==> src/config_pin_handshake_regs.svh <==
// constants for the configuration pin handshake block
// assumes a 250 MHz clock; included by the package and the design
`ifndef CONFIG_PIN_HANDSHAKE_REGS_SVH
`define CONFIG_PIN_HANDSHAKE_REGS_SVH

`define CLK_PERIOD_PS 4000
`define ERR_PULSE_MIN_US 500
`define ERR_PULSE_MAX_US 1500
`define ERR_PULSE_MIN_CYC ((`ERR_PULSE_MIN_US * 1000000 + `CLK_PERIOD_PS - 1) / `CLK_PERIOD_PS)
`define ERR_PULSE_MAX_CYC ((`ERR_PULSE_MAX_US * 1000000) / `CLK_PERIOD_PS)
`define MGR_IO_COUNT 17
`define PIN_FN_WIDTH 3
`define CNT_WIDTH 20
`define FN_LOAD_COMPLETE 3'h1
`define FN_USER_MODE 3'h2
`define FN_GPIO 3'h0
`define SECTION_COUNT 4

`endif

==> src/config_pin_handshake_pkg.sv <==
// types for the configuration pin handshake block
// assumes config_pin_handshake_regs.svh is on the include path
`include "config_pin_handshake_regs.svh"

package config_pin_handshake_pkg;
  typedef enum logic [2:0] {
    ST_POR,
    ST_IDLE_LOW,
    ST_FIRMWARE,
    ST_LOADING,
    ST_INIT,
    ST_USER,
    ST_ERROR,
    ST_WAIT_CLEAR
  } cfg_state_t;

  typedef enum logic [1:0] {
    SEC_FIRMWARE,
    SEC_IO,
    SEC_BOOT,
    SEC_FABRIC
  } section_t;
endpackage

==> src/config_pin_handshake.sv <==
// configuration request / acknowledge pin handshake of the device manager
// assumes pin inputs are asynchronous; internal status inputs share clk
//
// Function
// - a rising request input starts configuration or reconfiguration
// - acknowledge follows the request level except during errors
// - request falling mid-cycle abandons the cycle, waits for a new one
// - after power-on, acknowledge goes low only once request goes low
// - an error pulses acknowledge low 0.5 to 1.5 ms by failure type
// - error pulse is not timed to the internal detection instant
// - no restart after an error until the host requests again
// - partial reconfiguration failures never pull acknowledge low
// - load complete and user mode stay low before and during loading
// - load complete rises once all configuration data is received
// - user mode output rises on entering user mode, after load complete
// - application reset is held until the whole fabric reports user mode
// - load complete and user mode pins may be given other functions
// - seventeen manager pins whose functions the bitstream assigns
// - fabric loads only after firmware checks; firmware section first
`timescale 1ns/1ns
`include "config_pin_handshake_regs.svh"

module config_pin_handshake (
  input wire logic clk,
  input wire logic rst_n,
  input wire logic config_request_n,
  input wire logic firmware_checks_ok,
  input wire logic section_done,
  input wire logic [1:0] section_id,
  input wire logic config_error,
  input wire logic error_long,
  input wire logic partial_reconfig_error,
  input wire logic data_ready,
  input wire logic fabric_user_mode,
  input wire logic pin_fn_valid,
  input wire logic [`MGR_IO_COUNT*`PIN_FN_WIDTH-1:0] pin_fn,
  input wire logic [`MGR_IO_COUNT-1:0] gpio_out,
  output logic status_ack_n,
  output logic load_complete,
  output logic user_mode,
  output logic stream_ready,
  output logic app_reset_n,
  output logic config_active,
  output logic [`MGR_IO_COUNT-1:0] manager_io_pin_out,
  output logic [`MGR_IO_COUNT-1:0] manager_io_pin_oe_n
);
  localparam logic [`CNT_WIDTH-1:0] ERR_SHORT =
    `CNT_WIDTH'(`ERR_PULSE_MIN_CYC);
  localparam logic [`CNT_WIDTH-1:0] ERR_LONG =
    `CNT_WIDTH'(`ERR_PULSE_MAX_CYC);

  logic rst_s1_reg, rst_sync_n;
  logic req_s1_reg, req_s2_reg, req_s3_reg;
  logic req_reg, req_prev_reg;
  logic req_rise, req_fall;
  config_pin_handshake_pkg::cfg_state_t state_reg, state_next;
  config_pin_handshake_pkg::section_t expect_sec_reg;
  logic [`CNT_WIDTH-1:0] err_cnt_reg;
  logic err_pending_reg, err_len_reg;
  logic [`PIN_FN_WIDTH-1:0] fn_reg [`MGR_IO_COUNT];
  logic in_cycle;

  // reset release through two flip-flops
  always_ff @(posedge clk or negedge rst_n) begin
    if (!rst_n) begin
      rst_s1_reg <= 1'b0;
      rst_sync_n <= 1'b0;
    end else begin
      rst_s1_reg <= 1'b1;
      rst_sync_n <= rst_s1_reg;
    end
  end

  // request pin: three stages, a change counts once stages two and three agree
  // reset high so a request held high gives no false edge after reset
  always_ff @(posedge clk or negedge rst_sync_n) begin
    if (!rst_sync_n) begin
      req_s1_reg <= 1'b1;
      req_s2_reg <= 1'b1;
      req_s3_reg <= 1'b1;
      req_reg <= 1'b1;
      req_prev_reg <= 1'b1;
    end else begin
      req_s1_reg <= config_request_n;
      req_s2_reg <= req_s1_reg;
      req_s3_reg <= req_s2_reg;
      if (req_s2_reg == req_s3_reg) begin
        req_reg <= req_s3_reg;
      end
      req_prev_reg <= req_reg;
    end
  end

  assign req_rise = req_reg && !req_prev_reg;
  assign req_fall = !req_reg && req_prev_reg;
  assign in_cycle = (state_reg == config_pin_handshake_pkg::ST_FIRMWARE) ||
                    (state_reg == config_pin_handshake_pkg::ST_LOADING) ||
                    (state_reg == config_pin_handshake_pkg::ST_INIT);

  always_comb begin
    state_next = state_reg;
    case (state_reg)
      config_pin_handshake_pkg::ST_POR: begin
        if (!req_reg) begin
          state_next = config_pin_handshake_pkg::ST_IDLE_LOW;
        end
      end
      config_pin_handshake_pkg::ST_IDLE_LOW: begin
        if (req_rise) begin
          state_next = config_pin_handshake_pkg::ST_FIRMWARE;
        end
      end
      config_pin_handshake_pkg::ST_FIRMWARE: begin
        if (firmware_checks_ok) begin
          state_next = config_pin_handshake_pkg::ST_LOADING;
        end
      end
      config_pin_handshake_pkg::ST_LOADING: begin
        if (section_done && section_id == 2'(`SECTION_COUNT - 1) &&
            expect_sec_reg == config_pin_handshake_pkg::SEC_FABRIC) begin
          state_next = config_pin_handshake_pkg::ST_INIT;
        end
      end
      config_pin_handshake_pkg::ST_INIT: begin
        if (fabric_user_mode) begin
          state_next = config_pin_handshake_pkg::ST_USER;
        end
      end
      config_pin_handshake_pkg::ST_USER: begin
        if (req_fall) begin
          state_next = config_pin_handshake_pkg::ST_IDLE_LOW;
        end
      end
      config_pin_handshake_pkg::ST_ERROR: begin
        if (err_cnt_reg == '0) begin
          state_next = config_pin_handshake_pkg::ST_WAIT_CLEAR;
        end
      end
      config_pin_handshake_pkg::ST_WAIT_CLEAR: begin
        // no restart of its own: the host drops the request first
        if (!req_reg) begin
          state_next = config_pin_handshake_pkg::ST_IDLE_LOW;
        end
      end
      default: state_next = config_pin_handshake_pkg::ST_POR;
    endcase
    // an error, or a sequence fault, ends the cycle with a pulse
    if (in_cycle && req_reg && (err_pending_reg ||
        (section_done && section_id != expect_sec_reg))) begin
      state_next = config_pin_handshake_pkg::ST_ERROR;
    end
    if (in_cycle && req_fall) begin
      state_next = config_pin_handshake_pkg::ST_IDLE_LOW;
    end
  end

  always_ff @(posedge clk or negedge rst_sync_n) begin
    if (!rst_sync_n) begin
      state_reg <= config_pin_handshake_pkg::ST_POR;
    end else begin
      state_reg <= state_next;
    end
  end

  // error is latched and reported on the next state step, so the pulse
  // start is decoupled from the detection cycle
  // a failure flagged as partial reconfiguration never starts a pulse
  always_ff @(posedge clk or negedge rst_sync_n) begin
    if (!rst_sync_n) begin
      err_pending_reg <= 1'b0;
      err_len_reg <= 1'b0;
    end else if (in_cycle && config_error && !partial_reconfig_error) begin
      err_pending_reg <= 1'b1;
      err_len_reg <= error_long;
    end else if (!in_cycle) begin
      err_pending_reg <= 1'b0;
    end
  end

  // pulse length is picked by the failure type latched with the error
  always_ff @(posedge clk or negedge rst_sync_n) begin
    if (!rst_sync_n) begin
      err_cnt_reg <= '0;
    end else if (state_next == config_pin_handshake_pkg::ST_ERROR &&
                 state_reg != config_pin_handshake_pkg::ST_ERROR) begin
      err_cnt_reg <= err_len_reg ? ERR_LONG - 1'b1 : ERR_SHORT - 1'b1;
    end else if (err_cnt_reg != '0) begin
      err_cnt_reg <= err_cnt_reg - 1'b1;
    end
  end

  // section order: firmware, io, boot, fabric
  always_ff @(posedge clk or negedge rst_sync_n) begin
    if (!rst_sync_n) begin
      expect_sec_reg <= config_pin_handshake_pkg::SEC_FIRMWARE;
    end else if (!in_cycle) begin
      expect_sec_reg <= config_pin_handshake_pkg::SEC_FIRMWARE;
    end else if (section_done && section_id == expect_sec_reg &&
                 expect_sec_reg != config_pin_handshake_pkg::SEC_FABRIC) begin
      expect_sec_reg <=
        config_pin_handshake_pkg::section_t'(expect_sec_reg + 2'h1);
    end
  end

  // acknowledge: high after power-on until request first goes low
  always_ff @(posedge clk or negedge rst_sync_n) begin
    if (!rst_sync_n) begin
      status_ack_n <= 1'b1;
    end else begin
      case (state_next)
        config_pin_handshake_pkg::ST_POR: status_ack_n <= 1'b1;
        // once the pulse ends ack follows the request, so the host may drop it
        config_pin_handshake_pkg::ST_ERROR: status_ack_n <= 1'b0;
        default: status_ack_n <= req_reg;
      endcase
    end
  end

  always_ff @(posedge clk or negedge rst_sync_n) begin
    if (!rst_sync_n) begin
      load_complete <= 1'b0;
    end else begin
      load_complete <=
        state_next inside {config_pin_handshake_pkg::ST_INIT,
                           config_pin_handshake_pkg::ST_USER};
    end
  end

  always_ff @(posedge clk or negedge rst_sync_n) begin
    if (!rst_sync_n) begin
      user_mode <= 1'b0;
    end else begin
      user_mode <= state_next == config_pin_handshake_pkg::ST_USER;
    end
  end

  // application logic stays in reset until the whole fabric is up
  always_ff @(posedge clk or negedge rst_sync_n) begin
    if (!rst_sync_n) begin
      app_reset_n <= 1'b0;
    end else begin
      app_reset_n <= state_next == config_pin_handshake_pkg::ST_USER;
    end
  end

  // ready only while loading; the host also waits for the acknowledge
  always_ff @(posedge clk or negedge rst_sync_n) begin
    if (!rst_sync_n) begin
      stream_ready <= 1'b0;
    end else begin
      stream_ready <= state_next == config_pin_handshake_pkg::ST_LOADING &&
                      data_ready;
    end
  end

  always_ff @(posedge clk or negedge rst_sync_n) begin
    if (!rst_sync_n) begin
      config_active <= 1'b0;
    end else begin
      config_active <= in_cycle;
    end
  end

  // manager pin functions, latched from the bitstream io section
  always_ff @(posedge clk or negedge rst_sync_n) begin
    if (!rst_sync_n) begin
      for (int i = 0; i < `MGR_IO_COUNT; i++) begin
        fn_reg[i] <= `FN_GPIO;
      end
    end else if (pin_fn_valid && in_cycle) begin
      for (int i = 0; i < `MGR_IO_COUNT; i++) begin
        fn_reg[i] <= pin_fn[i*`PIN_FN_WIDTH +: `PIN_FN_WIDTH];
      end
    end
  end

  // unassigned pins stay released until user mode, then drive gpio_out
  always_ff @(posedge clk or negedge rst_sync_n) begin
    if (!rst_sync_n) begin
      manager_io_pin_out <= '0;
      manager_io_pin_oe_n <= '1;
    end else begin
      for (int i = 0; i < `MGR_IO_COUNT; i++) begin
        case (fn_reg[i])
          `FN_LOAD_COMPLETE: begin
            manager_io_pin_out[i] <= load_complete;
            manager_io_pin_oe_n[i] <= 1'b0;
          end
          `FN_USER_MODE: begin
            manager_io_pin_out[i] <= user_mode;
            manager_io_pin_oe_n[i] <= 1'b0;
          end
          default: begin
            manager_io_pin_out[i] <= gpio_out[i];
            manager_io_pin_oe_n[i] <= !user_mode;
          end
        endcase
      end
    end
  end
endmodule

==> config.mk <==
export PLATFORM = sky130hd
export DESIGN_NAME = config_pin_handshake
export DESIGN_NICKNAME = d
export VERILOG_FILES = /design/src/config_pin_handshake_pkg.sv /design/src/config_pin_handshake.sv
export VERILOG_INCLUDE_DIRS = /design/src
export SDC_FILE = /design/constraint.sdc
export NUM_CORES = 1
export LEC_CHECK = 0
export BUFFER_PORTS_ARGS = -buffer_cell sky130_fd_sc_hd__buf_2
export CAP_MARGIN = 20
export CORE_MARGIN = 2
export CORE_UTILIZATION = 50
export CTS_CLUSTER_SIZE = 12
export DETAILED_ROUTE_END_ITERATION = 6
export PLACE_DENSITY_LB_ADDON = 0.15
export SLEW_MARGIN = 20
export SYNTH_ARGS = -nofsm -noshare
export SYNTH_HDL_FRONTEND = slang
export SYNTH_SLANG_ARGS = --single-unit
==> constraint.sdc <==
create_clock -name clk -period 5.7 [get_ports clk]
set_input_delay 0.855 -clock clk [delete_from_list [all_inputs] [get_ports clk]]
set_output_delay 0.855 -clock clk [all_outputs]
set_load 0.05 [all_outputs]
==> results.md <==
- Clock Skews: 0.00897 ns
- Lkg Pwr: 0.00323 µW
- Initial DRC count: 302
- Worst R2R Setup Slack: 3.03 ns
- Final setup fails: 0
- Ant. Diodes: 0
- CP max FO: 51
- CTS Hold Bufs: 0
- Worst Setup End Kind: flip-flop
- Layout cell share with drive strength beyond 1: 35.9%
- Slew headroom: 44.9%
- Required time of the critical path: 5.98 ns
- EDFF count, synth: 0
- Max reg flops: 51
- Final HPWL DP: 8320 µm
- Largest net degree at the start of global routing: 67
- Clock tree sinks: 124
- Setup bufs post-CTS: 0
- Syn nets: 625
- Vias: 4469
- Asr flop ratio synth: 100%
- Max-Cap Viols: 0
- CTS resizes: 0
- Drt pass-1 iters: 5
- Max clock buf depth: 2
- IO Pins: 121
- Startpoint Class: flip-flop
- Post-DRT Antenna Nets: 0
- Number of global-route vias before repair: 4405
- First-pass GRT wire length: 20500 µm
- Drc violations: 0
- Fin crit period: 2.67 ns
- Power per Cell Area: 624 nW/µm²
- Site Rows: 39
- Routed WL: 12300 µm
- Peak supply drop: 0.423 mV
- Chip width: 111 µm
- Worst skew pair latency: 0.40 ns
- GRT Overall Usage: 20.7%
- Worst setup path category: reg2reg
- Crit-path cells: nor3b_1 > nor2_1 > clkinv_1 > nand2_2 > buf_4 > mux2_2
- Port bufs: 120
- Post-Syn Area: 5760 µm²
- Initial antenna violation count: 0
- Total CTS buffers: 17
- Seq cells post-synth: 124
- Initial core utilization: 50.9%
- Area Overhead vs Synth: 22.7%
- Drt via density: 5.45
- Final Cycle Share: 46.8%
- Synth Instances: 542
- Mean post-synth cell area: 10.6 µm²
- Total Die Area: 12400 µm²
- Yosys warns: 0
- CTS tree: done
- Max Fclk: 0.375 GHz
- Worst Tran Pin Value: 0.827 ns
- Crit path arrival time: 2.95 ns
- Worst path slowest cell: buf_4
- Post-Layout Cell Count: 820
- GP Congestion: 0.859
- Core ar.: 11300 µm²
- Net count, final: 747
- Sequential share of the synthesized area: 54.3%
- Setup_tns: 0 ns
- Final hold vios: 0
- Slew Limit Fails: 0
- Remaining global-route overflow: 0
- Yosys cell types: 55
- Worst Hold Class: in2async
- CTS HTree Levels: 4
- Most frequent cells in the layout: buf_2 (120), dfrtp_1 (100), a21oi_1 (57)
- Fillcell total: 914
- Status: completed
- Placed insts: 788
- RSZ-0062 raised after global routing: false
- Wire per inst: 15.0 µm
- Root Driver: clkbuf_16
- Most common flop cell mapped by yosys: dfrtp_1
- Slowest stage delay, CP: 0.55 ns
- Die Height: 111 µm
- Most common cell after layout, fill and taps aside: buf_2
- Clock Pin Slew Worst Setup and Hold Paths: 0.05 ns
==> final cells by class <==
| cell class | count | area (µm²) | share of cell area [%] |
|---|---|---|---|
| Clock buffer | 27 | 533 | 7.54 |
| Clock inverter | 5 | 53.8 | 0.761 |
| Inverter | 39 | 146 | 2.07 |
| Multi-Input combinational cell | 358 | 2390 | 33.8 |
| Sequential cell | 124 | 3140 | 44.3 |
| Tap cell | 143 | 179 | 2.53 |
| Timing Repair Buffer | 124 | 631 | 8.92 |
==> worst paths after layout <==
kind                                         from                          end  cells past startpoint
min in group clk             req_s1_reg$_DFF_PN1_         req_s2_reg$_DFF_PN1_                      0
hold reg to reg              req_s1_reg$_DFF_PN1_         req_s2_reg$_DFF_PN1_                      0
setup / recovery           state_reg[2]$_DFF_PN0_       fn_reg[16]$_DFFE_PN0P_                      6
max in group asynchronous    rst_sync_n$_DFF_PN0_  err_cnt_reg[10]$_DFFE_PN0P_                      1
setup reg to reg           state_reg[2]$_DFF_PN0_       fn_reg[16]$_DFFE_PN0P_                      6
hold / removal                              rst_n         rst_s1_reg$_DFF_PN0_                      1
==> logic make-up after synthesis <==
family / count (synthesis) / share of synthesized area, %
xor+xnor: 29 / 4.41
fa+ha+maj: 3 / 0.608
buf+inv: 60 / 4.17
mux: 56 / 10.9
other cells: 1 / 0.0651
compound gates: 140 / 13.8
simple gates: 129 / 11.8
flops: 124 / 54.3
==> metrics by stage <==
step           power (µW)  setup slack (ns)  utilization [%]  cell area (µm²)  hold slack [ns]
2_1_floorplan        2990              2.03                -             5760            0.331
3_3_place_gp         3300              3.14             57.3             6480            0.338
3_5_place_dp         3370              3.05             57.3             6480            0.348
4_1_cts              4440              3.02             62.5             7070            0.219
5_1_grt              4700              2.82             62.5             7070            0.213
6_report             4410              3.03             62.5             7070            0.235
==> metal layers <==
layer  GRT usage, %  vias up  routed length [µm]
li1               -     2152                   -
met3           6.31       21                 668
met4           6.91        0                 211
met1           27.0     2161                5540
met2           33.3      135                5920
met5              0        -                   0
==> worst max-delay path, delay by kind of cell (launching register included) <==
family	cells	cell delay [ns]
AND/OR/NAND/NOR	3	0.67
buffers and inverters	2	0.88
multiplexers	1	0.41
flip-flops	1	0.54
==> power breakdown <==
group	switching [µW]	total, µW	internal, µW
Clock	362	1040	680
Sequential	360	1670	1310
Combinational	1040	1700	659
==> synthesized netlist by cell type, drive strengths merged (3+ instances only) <==
cell type	number	area, µm²
nor2	55	223
xnor2	8	70.1
dfrtp	101	2530
o22ai	16	100
nor2b	4	25.0
nand3	4	20.0
clkbuf	9	33.8
nand2	16	60.1
or4	8	63.8
o21ai	45	225
a21oi	57	285
nor3	10	55.1
dfstp	23	604
nand2b	5	31.3
mux2	52	586
or3	7	43.8
buf	12	60.1
o31ai	3	22.5
or2	6	37.5
a31oi	6	52.6
xor2	21	184
inv	38	143
nor4	6	43.8
mux2i	4	40.0
Note: power is estimated with default switching activity, not from simulation.
